### src/hw/stc_consts.vh
`ifndef STC_CONSTS_VH
`define STC_CONSTS_VH
// ==========================================
// register word addresses (byte address = index * 4)
`define STC_IDX_LOW      3'h0
`define STC_IDX_HIGH     3'h1
`define STC_IDX_CTRL     3'h2
`define STC_IDX_FLAG     3'h3
`define STC_IDX_IRQEN    3'h4
`define STC_IDX_SIBLING  3'h5
`define STC_IDX_PORTDIR  3'h6
// ==========================================
// counter control fields, then other register bits and constants
`define STC_BIT_WIDE     7
`define STC_BIT_TBA_HI   6
`define STC_BIT_PS_HI    5
`define STC_BIT_PS_LO    4
`define STC_BIT_TBA_LO   3
`define STC_BIT_NOSYNC   2
`define STC_BIT_CSRC     1
`define STC_BIT_ON       0
`define STC_BIT_OVF      1
`define STC_BIT_OSCEN    3
`define STC_CTRL_RST     8'h00
`define STC_DIR_RST      2'h3
`define STC_WORD_ZERO    32'h00000000
`define STC_BYTE_ZERO    8'h00
`define STC_MAX          16'hFFFF
`define STC_ZERO16       16'h0000
`define STC_SEV_MODE     4'hB
`define STC_INSN_DIV     2'h3
`define STC_UNITS        5
`endif

### src/hw/stc_timer.v
`timescale 1ns/100ps
`default_nettype none
`include "stc_consts.vh"
// ==========================================
// Notes on behaviour
// - 16-bit up-counter in two readable, writable bytes, wrapping FFFF to 0000.
// - wrap sets the sticky overflow flag, cleared only by software.
// - overflow request leaves only while its enable bit is set.
// - control bit 7 selects buffered 16-bit or two 8-bit accesses.
// - bits 6 and 3 assign timer pairs to the five compare units.
// - bits 5-4 prescale the counting clock by 1, 2, 4 or 8.
// - bit 2 bypasses the external-clock synchroniser; ignored for internal clock.
// - bit 1 picks instruction clock or rising edges of the external clock.
// - bit 0 starts and stops counting.
// - modes: timer, synchronised counter, unsynchronised counter.
// - oscillator enabled forces its pins to inputs, direction bits read 0.
// - sibling control bit 3 enables the low-power oscillator.
// - a reset input from the compare logic clears the counter.
// - compare unit one or two in mode 1011 clears the counter on match.
// - a trigger clear never sets the overflow flag.
// - a software write wins over a simultaneous trigger clear.
module stc_timer (
    input  wire        ref_clk_i,
    input  wire        rst_i,
    input  wire        wb_cyc_i,
    input  wire        wb_stb_i,
    input  wire        wb_we_i,
    input  wire [4:2]  wb_adr_i,
    input  wire [3:0]  wb_sel_i,
    input  wire [31:0] wb_dat_i,
    output reg  [31:0] wb_dat_o,
    output reg         wb_ack_o,
    input  wire        ext_count_clock_pin_i,
    input  wire        osc_clock_i,
    input  wire        unit_one_match_i,
    input  wire [3:0]  unit_one_mode_i,
    input  wire        unit_two_match_i,
    input  wire [3:0]  unit_two_mode_i,
    output wire        overflow_irq_o,
    output wire [4:0]  unit_uses_this_pair_o,
    output wire        osc_pins_input_o,
    output wire [15:0] count_o
);
    // ==========================================
    // registers
    reg  [7:0] counter_control;
    reg  [7:0] count_low_byte;
    reg  [7:0] count_high_byte;
    reg  [7:0] high_buffer;
    reg        overflow_flag;
    reg        overflow_irq_enable;
    reg  [7:0] sibling_timer_control;
    reg  [1:0] port_c_direction;
    reg  [1:0] insn_div;
    reg  [1:0] raw_meta;
    reg        raw_prev;
    reg        raw_seen_low;

    wire       wide_access_enable = counter_control[`STC_BIT_WIDE];
    wire       ext_sync_disable   = counter_control[`STC_BIT_NOSYNC];
    wire       clock_source_sel   = counter_control[`STC_BIT_CSRC];
    wire       count_enable       = counter_control[`STC_BIT_ON];
    wire [1:0] prescale_sel       = {counter_control[`STC_BIT_PS_HI],
                                     counter_control[`STC_BIT_PS_LO]};
    wire [1:0] time_base_assign   = {counter_control[`STC_BIT_TBA_HI],
                                     counter_control[`STC_BIT_TBA_LO]};
    wire       low_power_osc_enable = sibling_timer_control[`STC_BIT_OSCEN];

    // ==========================================
    // bus decode
    wire       req   = wb_cyc_i & wb_stb_i & ~wb_ack_o;
    wire       wr_b0 = req & wb_we_i & wb_sel_i[0];
    wire       rd    = req & ~wb_we_i;

    function hit;
        input [2:0] adr;
        input [2:0] idx;
        begin
            hit = (adr == idx);
        end
    endfunction

    wire wr_low  = wr_b0 & hit(wb_adr_i, `STC_IDX_LOW);
    wire wr_high = wr_b0 & hit(wb_adr_i, `STC_IDX_HIGH);
    wire wr_ctrl = wr_b0 & hit(wb_adr_i, `STC_IDX_CTRL);
    wire rd_low  = rd & hit(wb_adr_i, `STC_IDX_LOW);

    // ==========================================
    // counting clock selection
    // the oscillator and the pin share one input; oscillator wins when enabled
    wire ext_src = low_power_osc_enable ? osc_clock_i : ext_count_clock_pin_i;
    wire sync_rise;
    stc_edge_sync u_sync (
        .ref_clk_i (ref_clk_i),
        .rst_i     (rst_i),
        .ext_clk_i (ext_src),
        .rise_o    (sync_rise)
    );

    // ==========================================
    // unsynchronised external path
    // unsynchronised path still needs two flops to be safe in this clock
    // domain; it has its own two flops and edge detect built like the synchroniser's,
    // so it reacts in the same cycle. true asynchronous counting is not modelled.
    always @(posedge ref_clk_i or posedge rst_i) begin
        if (rst_i) begin
            raw_meta     <= 2'h0;
            raw_prev     <= 1'b0;
            raw_seen_low <= 1'b0;
        end else begin
            raw_meta <= {raw_meta[0], ext_src};
            raw_prev <= raw_meta[1];
            if (!raw_meta[1])
                raw_seen_low <= 1'b1;
        end
    end
    wire raw_rise = raw_meta[1] & ~raw_prev & raw_seen_low;

    // ==========================================
    // instruction clock: one tick per four system clocks
    always @(posedge ref_clk_i or posedge rst_i) begin
        if (rst_i)
            insn_div <= 2'h0;
        else
            insn_div <= insn_div + 2'h1;
    end
    wire insn_tick = (insn_div == `STC_INSN_DIV);

    // three modes from the source and synchroniser bits
    wire ext_tick = ext_sync_disable ? raw_rise : sync_rise;
    wire src_tick = clock_source_sel ? ext_tick : insn_tick;

    wire count_tick;
    stc_prescaler u_pre (
        .ref_clk_i (ref_clk_i),
        .rst_i     (rst_i),
        .clear_i   (wr_low),
        .tick_i    (src_tick & count_enable),
        .sel_i     (prescale_sel),
        .tick_o    (count_tick)
    );

    // ==========================================
    // special event trigger
    wire sev_one = unit_one_match_i & (unit_one_mode_i == `STC_SEV_MODE);
    wire sev_two = unit_two_match_i & (unit_two_mode_i == `STC_SEV_MODE);
    wire sev_clr = sev_one | sev_two;

    // ==========================================
    // counter
    wire [15:0] count = {count_high_byte, count_low_byte};
    wire        wrap  = count_tick & (count == `STC_MAX);
    wire        sw_write = wr_low | (wr_high & ~wide_access_enable);
    reg  [15:0] next_count;
    always @* begin
        next_count = count;
        if (sw_write) begin
            if (wr_low)
                next_count[7:0] = wb_dat_i[7:0];
            if (wr_low & wide_access_enable)
                next_count[15:8] = high_buffer;
            else if (wr_high)
                next_count[15:8] = wb_dat_i[7:0];
        end else if (sev_clr)
            next_count = `STC_ZERO16;
        else if (count_tick)
            next_count = count + 16'h0001;
    end

    always @(posedge ref_clk_i or posedge rst_i) begin
        if (rst_i)
            count_low_byte <= `STC_BYTE_ZERO;
        else
            count_low_byte <= next_count[7:0];
    end

    always @(posedge ref_clk_i or posedge rst_i) begin
        if (rst_i)
            count_high_byte <= `STC_BYTE_ZERO;
        else
            count_high_byte <= next_count[15:8];
    end

    // the buffer lets software see or set both bytes without a torn value
    always @(posedge ref_clk_i or posedge rst_i) begin
        if (rst_i)
            high_buffer <= `STC_BYTE_ZERO;
        else if (wr_high & wide_access_enable)
            high_buffer <= wb_dat_i[7:0];
        else if (rd_low & wide_access_enable)
            high_buffer <= count_high_byte;
    end

    // ==========================================
    // control, flag, enable registers
    wire wr_flag  = wr_b0 & hit(wb_adr_i, `STC_IDX_FLAG);
    wire wr_irqen = wr_b0 & hit(wb_adr_i, `STC_IDX_IRQEN);
    wire wr_sib   = wr_b0 & hit(wb_adr_i, `STC_IDX_SIBLING);
    wire wr_dir   = wr_b0 & hit(wb_adr_i, `STC_IDX_PORTDIR);

    // ack one cycle after the request; req masks it so no double take
    always @(posedge ref_clk_i or posedge rst_i) begin
        if (rst_i)
            wb_ack_o <= 1'b0;
        else
            wb_ack_o <= req;
    end

    always @(posedge ref_clk_i or posedge rst_i) begin
        if (rst_i)
            counter_control <= `STC_CTRL_RST;
        else if (wr_ctrl)
            counter_control <= wb_dat_i[7:0];
    end

    always @(posedge ref_clk_i or posedge rst_i) begin
        if (rst_i)
            overflow_irq_enable <= 1'b0;
        else if (wr_irqen)
            overflow_irq_enable <= wb_dat_i[`STC_BIT_OVF];
    end

    always @(posedge ref_clk_i or posedge rst_i) begin
        if (rst_i)
            sibling_timer_control <= `STC_BYTE_ZERO;
        else if (wr_sib)
            sibling_timer_control <= wb_dat_i[7:0];
    end

    always @(posedge ref_clk_i or posedge rst_i) begin
        if (rst_i)
            port_c_direction <= `STC_DIR_RST;
        else if (wr_dir)
            port_c_direction <= wb_dat_i[1:0];
    end

    // a wrap only, never a trigger clear; set beats software clear
    always @(posedge ref_clk_i or posedge rst_i) begin
        if (rst_i)
            overflow_flag <= 1'b0;
        else if (wrap & ~sw_write & ~sev_clr)
            overflow_flag <= 1'b1;
        else if (wr_flag)
            overflow_flag <= wb_dat_i[`STC_BIT_OVF];
    end

    // ==========================================
    // read data
    reg [31:0] next_rd_data;
    always @* begin
        next_rd_data = `STC_WORD_ZERO;
        case (wb_adr_i)
            `STC_IDX_LOW:     next_rd_data[7:0] = count_low_byte;
            `STC_IDX_HIGH:    next_rd_data[7:0] = wide_access_enable ? high_buffer
                                                                     : count_high_byte;
            `STC_IDX_CTRL:    next_rd_data[7:0] = counter_control;
            `STC_IDX_FLAG:    next_rd_data[`STC_BIT_OVF] = overflow_flag;
            `STC_IDX_IRQEN:   next_rd_data[`STC_BIT_OVF] = overflow_irq_enable;
            `STC_IDX_SIBLING: next_rd_data[7:0] = sibling_timer_control;
            // forced inputs read back as zero while oscillator runs
            `STC_IDX_PORTDIR: next_rd_data[1:0] = low_power_osc_enable ? 2'h0
                                                                       : port_c_direction;
            default:          next_rd_data = `STC_WORD_ZERO;
        endcase
    end

    // read data holds until the next read so a slow master still sees it
    always @(posedge ref_clk_i or posedge rst_i) begin
        if (rst_i)
            wb_dat_o <= `STC_WORD_ZERO;
        else if (rd)
            wb_dat_o <= next_rd_data;
    end

    // ==========================================
    // outputs
    assign overflow_irq_o   = overflow_flag & overflow_irq_enable;
    assign osc_pins_input_o = low_power_osc_enable;
    assign count_o          = count;

    // unit k (0..4) uses this pair when its index is at or above the threshold
    function pair_for_unit;
        input [1:0] sel;
        input integer unit;
        begin
            case (sel)
                2'h3:    pair_for_unit = 1'b1;
                2'h2:    pair_for_unit = (unit >= 2);
                2'h1:    pair_for_unit = (unit >= 1);
                default: pair_for_unit = 1'b0;
            endcase
        end
    endfunction

    genvar k;
    generate
        for (k = 0; k < `STC_UNITS; k = k + 1) begin : g_tb
            assign unit_uses_this_pair_o[k] = pair_for_unit(time_base_assign, k);
        end
    endgenerate
endmodule
`default_nettype wire

### src/hw/stc_edge_sync.v
`timescale 1ns/100ps
`default_nettype none
`include "stc_consts.vh"
// ==========================================
// external clock: two-flop sync and rising-edge pulse after a seen low
module stc_edge_sync (
    input  wire       ref_clk_i,
    input  wire       rst_i,
    input  wire       ext_clk_i,
    output wire       rise_o
);
    reg meta;
    reg sync;
    reg prev;
    reg seen_low;
    always @(posedge ref_clk_i or posedge rst_i) begin
        if (rst_i) begin
            meta     <= 1'b0;
            sync     <= 1'b0;
            prev     <= 1'b0;
            seen_low <= 1'b0;
        end else begin
            meta <= ext_clk_i;
            sync <= meta;
            prev <= sync;
            if (!sync)
                seen_low <= 1'b1;
        end
    end
    // first rising edge only counts after a falling/low level has been seen
    assign rise_o = sync & ~prev & seen_low;
endmodule
`default_nettype wire

### src/hw/stc_prescaler.v
`timescale 1ns/100ps
`default_nettype none
`include "stc_consts.vh"
// ==========================================
// 1/2/4/8 prescaler on a tick stream
module stc_prescaler (
    input  wire       ref_clk_i,
    input  wire       rst_i,
    input  wire       clear_i,
    input  wire       tick_i,
    input  wire [1:0] sel_i,
    output wire       tick_o
);
    reg  [2:0] cnt;
    reg  [2:0] mask;
    always @* begin
        case (sel_i)
            2'h0:    mask = 3'h0;
            2'h1:    mask = 3'h1;
            2'h2:    mask = 3'h3;
            default: mask = 3'h7;
        endcase
    end
    always @(posedge ref_clk_i or posedge rst_i) begin
        if (rst_i)
            cnt <= 3'h0;
        else if (clear_i)
            cnt <= 3'h0;
        else if (tick_i)
            cnt <= cnt + 3'h1;
    end
    assign tick_o = tick_i & ((cnt & mask) == mask);
endmodule
`default_nettype wire

### config.mk
export PLATFORM = sky130hd
export DESIGN_NAME = stc_timer
export DESIGN_NICKNAME = d
export VERILOG_FILES = /design/src/hw/stc_timer.v /design/src/hw/stc_edge_sync.v /design/src/hw/stc_prescaler.v
export VERILOG_INCLUDE_DIRS = /design/src /design/src/hw
export SDC_FILE = /design/constraint.sdc
export NUM_CORES = 1
export LEC_CHECK = 0
export BUFFER_PORTS_ARGS = -buffer_cell sky130_fd_sc_hd__buf_2
export CAP_MARGIN = 0
export CORE_AREA = 10 10 100 102
export DETAILED_ROUTE_END_ITERATION = 8
export DIE_AREA = 0 0 110 112
export PLACE_DENSITY = 0.87
export RECOVER_POWER = 100
export SLEW_MARGIN = 25
export SYNTH_ARGS = -nofsm -noshare
export SYNTH_HDL_FRONTEND = slang
export SYNTH_HIERARCHICAL = 1
export SYNTH_SLANG_ARGS = --single-unit
### constraint.sdc
create_clock -name ref_clk_i -period 3.8 [get_ports ref_clk_i]
set_input_delay 0.76 -clock ref_clk_i [delete_from_list [all_inputs] [get_ports ref_clk_i]]
set_output_delay 0.76 -clock ref_clk_i [all_outputs]
set_load 0.01 [all_outputs]
==> flow_metrics.tcl <==
set metrics [dict create \
    clock_path_buffers 2 \
    worstPathArrival_ps 3250 \
    die_area_sq_um 12300 \
    cp_slowest_stage_delay_ps 860 \
    fin_tns_setup_ps 0 \
    nFillCells 733 \
    power.switching_w 0.000659 \
    clock.fmax_ghz 0.332 \
    period_share_pct 79.3 \
    cts_resized 0 \
    endpoint_kind "register" \
    synth_area_per_cell_sq_um 10.3 \
    hp-class "in -> async" \
    worst_path_most_repeated_cell "o21ai_0" \
    status "complete, but fails checks" \
    yosysTopAreaCell "dfrtp_1" \
    cts_root_buf "clkbuf_8" \
    drtIter0Drc 387 \
    dr.pass1.iters 5 \
    netlist_top_cells_area "dfrtp_1 41%, mux2_2 6.4%, buf_4 5.4%" \
    overflow 0 \
    crit_required_ps 4040 \
    clock-sinks 66 \
    ir_drop_v 0.000229 \
    path_max_fanout 16 \
    r2r_end "count_low_byte[3]" \
    vias_per_cell 6.04 \
    hpwl_microns 7840 \
    hold_buffers 0 \
    ctsHtreeMaxLevel 3 \
    cp-startpoint "u_sync/prev" \
    finClkSkew_ps 10.2 \
    drive_gt1_share_pct 18.3 \
    drc 0 \
    gp_congestion 0.947 \
    post_dp_cell_area_sq_um 4130 \
    synth-async-reset-ratio_pct 100 \
    combPwrFrac_pct 21.7 \
    ff_latch_area_sq_um 1650 \
    clk_latency_ps 360 \
    hold_violations 0 \
    yosysMostFrequentCell "dfrtp_1" \
    swShare_pct 32.9 \
    clkPwrFrac_pct 30.4 \
    setup_violations 0 \
    violations "capacitance limit, slew limit" \
    ios 112 \
    cts_tree "yes" \
    yosysTopAreaCellShare_pct 41.1 \
    grt_pass1_vias 3153 \
    nNetsFinal 491 \
    design_area_sq_um 4240 \
    synth_edf_count 0 \
    rsz0062_at_grt "false" \
    synth-main-ff-cell "dfrtp_1" \
    antenna_found_initial 0 \
    maxSlewHeadroom_pct -0.866 \
    die_y_microns 112 \
    cpMaxStageDelayCell "o21bai_1" \
    vias 3276 \
    endpoint "count_low_byte[3]" \
    cap_violations 1 \
    yosysUniqueCellTypes 71 \
    start_kind "register" \
    yosys-top-cells-count "64 x dfrtp_1, 28 x buf_4, 25 x nand2_1, 25 x nor2_1, 22 x mux2_2" \
    slew_violations 41 \
    power.density_nw_per_um2 472 \
    drtAntennaViolNets 0 \
    cp_cell_sequence "and3b_1, nand2b_1, nand3_1, o211a_1, o21ai_0, a21oi_1, a221oi_1, o21bai_1, o21ai_0, a22o_1" \
    final_period_minus_worst_setup_slack_ps 3010 \
    netlist_area_sq_um 3900 \
    reg2reg_depth 10 \
    routedWlPerCell_microns 19.5 \
    r2r_start "u_sync/prev" \
    pwr-share-seq_pct 47.8 \
    cts_setup_buffers 0 \
    grt_max_degree 41 \
    initial_core_util_pct 48.4 \
    diodes 0 \
    multi_input_area_sq_um 1940 \
    intPower_w 0.00134 \
    holdWs_ps 271 \
    path_clk_slew_ps 70 \
    die_x_microns 110 \
    grt_first_pass_wirelength_microns 16600 \
    yosysWarnings 6 \
    portBuffers 60 \
    numCtsBuffers 9 \
    syn_to_final_growth_pct 8.83 \
    grt_usage_pct 17.2 \
    worstSetupPathType "reg -> reg" \
    synthCells 379 \
    totalWireLength_microns 10600 \
    core_sq_um 8050 \
    rows 33 \
    yosysSeqAreaShare_pct 42.4 \
    synth_seq_cells 66 \
    worst_pin_slew_ps 1510 \
    p_leak_nw 1.87 \
    regToRegSetupSlack_ps 790 \
]
[per-layer routing]
layer,global-route usage (%),share of wire [%],wire [microns]
met2,25.4,46,4890
met3,5.48,12,1320
met4,7.64,2.3,246
met5,0,0,0
met1,22.3,39,4130
[power by group through the flow]
stage	logic [W]	clock network, W	registers [W]
floorplan	0.000326	0	0.000934
global placement	0.000435	0	0.000951
detailed placement	0.000454	0	0.000964
CTS	0.000458	0.000619	0.000952
global route	0.000488	0.000643	0.000975
finish	0.000436	0.000610	0.000958
[through the flow]
| stage | util (%) | cells | power (W) | worst slack (ps) |
|---|---|---|---|---|
| after floorplan | - | 402 | 0.00126 | 1590 |
| after global placement | 51.3 | 526 | 0.00139 | 1100 |
| after detailed placement | 51.3 | 526 | 0.00142 | 1030 |
| after CTS | 53.8 | 542 | 0.00203 | 1170 |
| after global routing | 52.7 | 542 | 0.00211 | 497 |
| final | 52.7 | 542 | 0.00200 | 788 |
[registers in the layout, indices dropped and copies added, names as in the netlist, 2 cells and up]
name                   cells
count_high_byte            8
count_low_byte             8
counter_control            8
high_buffer                8
insn_div                   2
port_c_direction           2
raw_meta                   2
sibling_timer_control      8
u_pre/cnt                  3
wb_dat_o                   8
[worst max-delay path, delay by kind of cell (launching register included)]
family           cells  cell delay (ps)
flip-flops           1              370
AO/OA/AOI/OAI        7             2160
AND/OR/NAND/NOR      3              360
[cells in the final DEF (no fill, tap or decap), types with 15 or more instances in the layout]
master	instances
a22o_1	15
nor2_1	25
mux2_2	21
conb_1	24
a21oi_1	16
nand3_1	15
clkbuf_1	35
buf_2	27
nand2_1	25
o21ai_0	22
dfrtp_1	64
[how the worst min path moves through the flow]
stage	startpoint	to	slack (ps)
after floorplan	raw_meta[0]	raw_meta[1]	330
after global placement	u_sync/meta	u_sync/sync	330
after detailed placement	raw_meta[0]	raw_meta[1]	340
after CTS	rst_i	u_pre/cnt[1]	280
after global routing	rst_i	u_pre/cnt[0]	270
final	rst_i	u_pre/cnt[0]	270
[logic make-up (layout without fill, tap and decap cells)]
| group | after synthesis | count (layout) | share of synthesized area (%) |
|---|---|---|---|
| fa+ha+maj | 3 | 3 | 0.963 |
| compound gates | 107 | 107 | 21.0 |
| mux | 36 | 36 | 10.3 |
| simple gates | 109 | 109 | 15.9 |
| xor+xnor | 3 | 3 | 0.674 |
| buf+inv | 54 | 89 | 8.67 |
| flops | 66 | 66 | 42.4 |
| other cells | 1 | 24 | 0.0962 |
[area by class of cell]
| class | instances | share of cell area [%] |
|---|---|---|
| timing repair buffer | 61 | 6.19 |
| tap | 105 | 3.10 |
| multi-input combinational | 282 | 45.8 |
| inverter | 12 | 1.06 |
| clock buffer | 12 | 3.66 |
| sequential | 66 | 39.0 |
| clock inverter | 4 | 1.18 |
No activity file was read; power rests on OpenSTA's default activity.
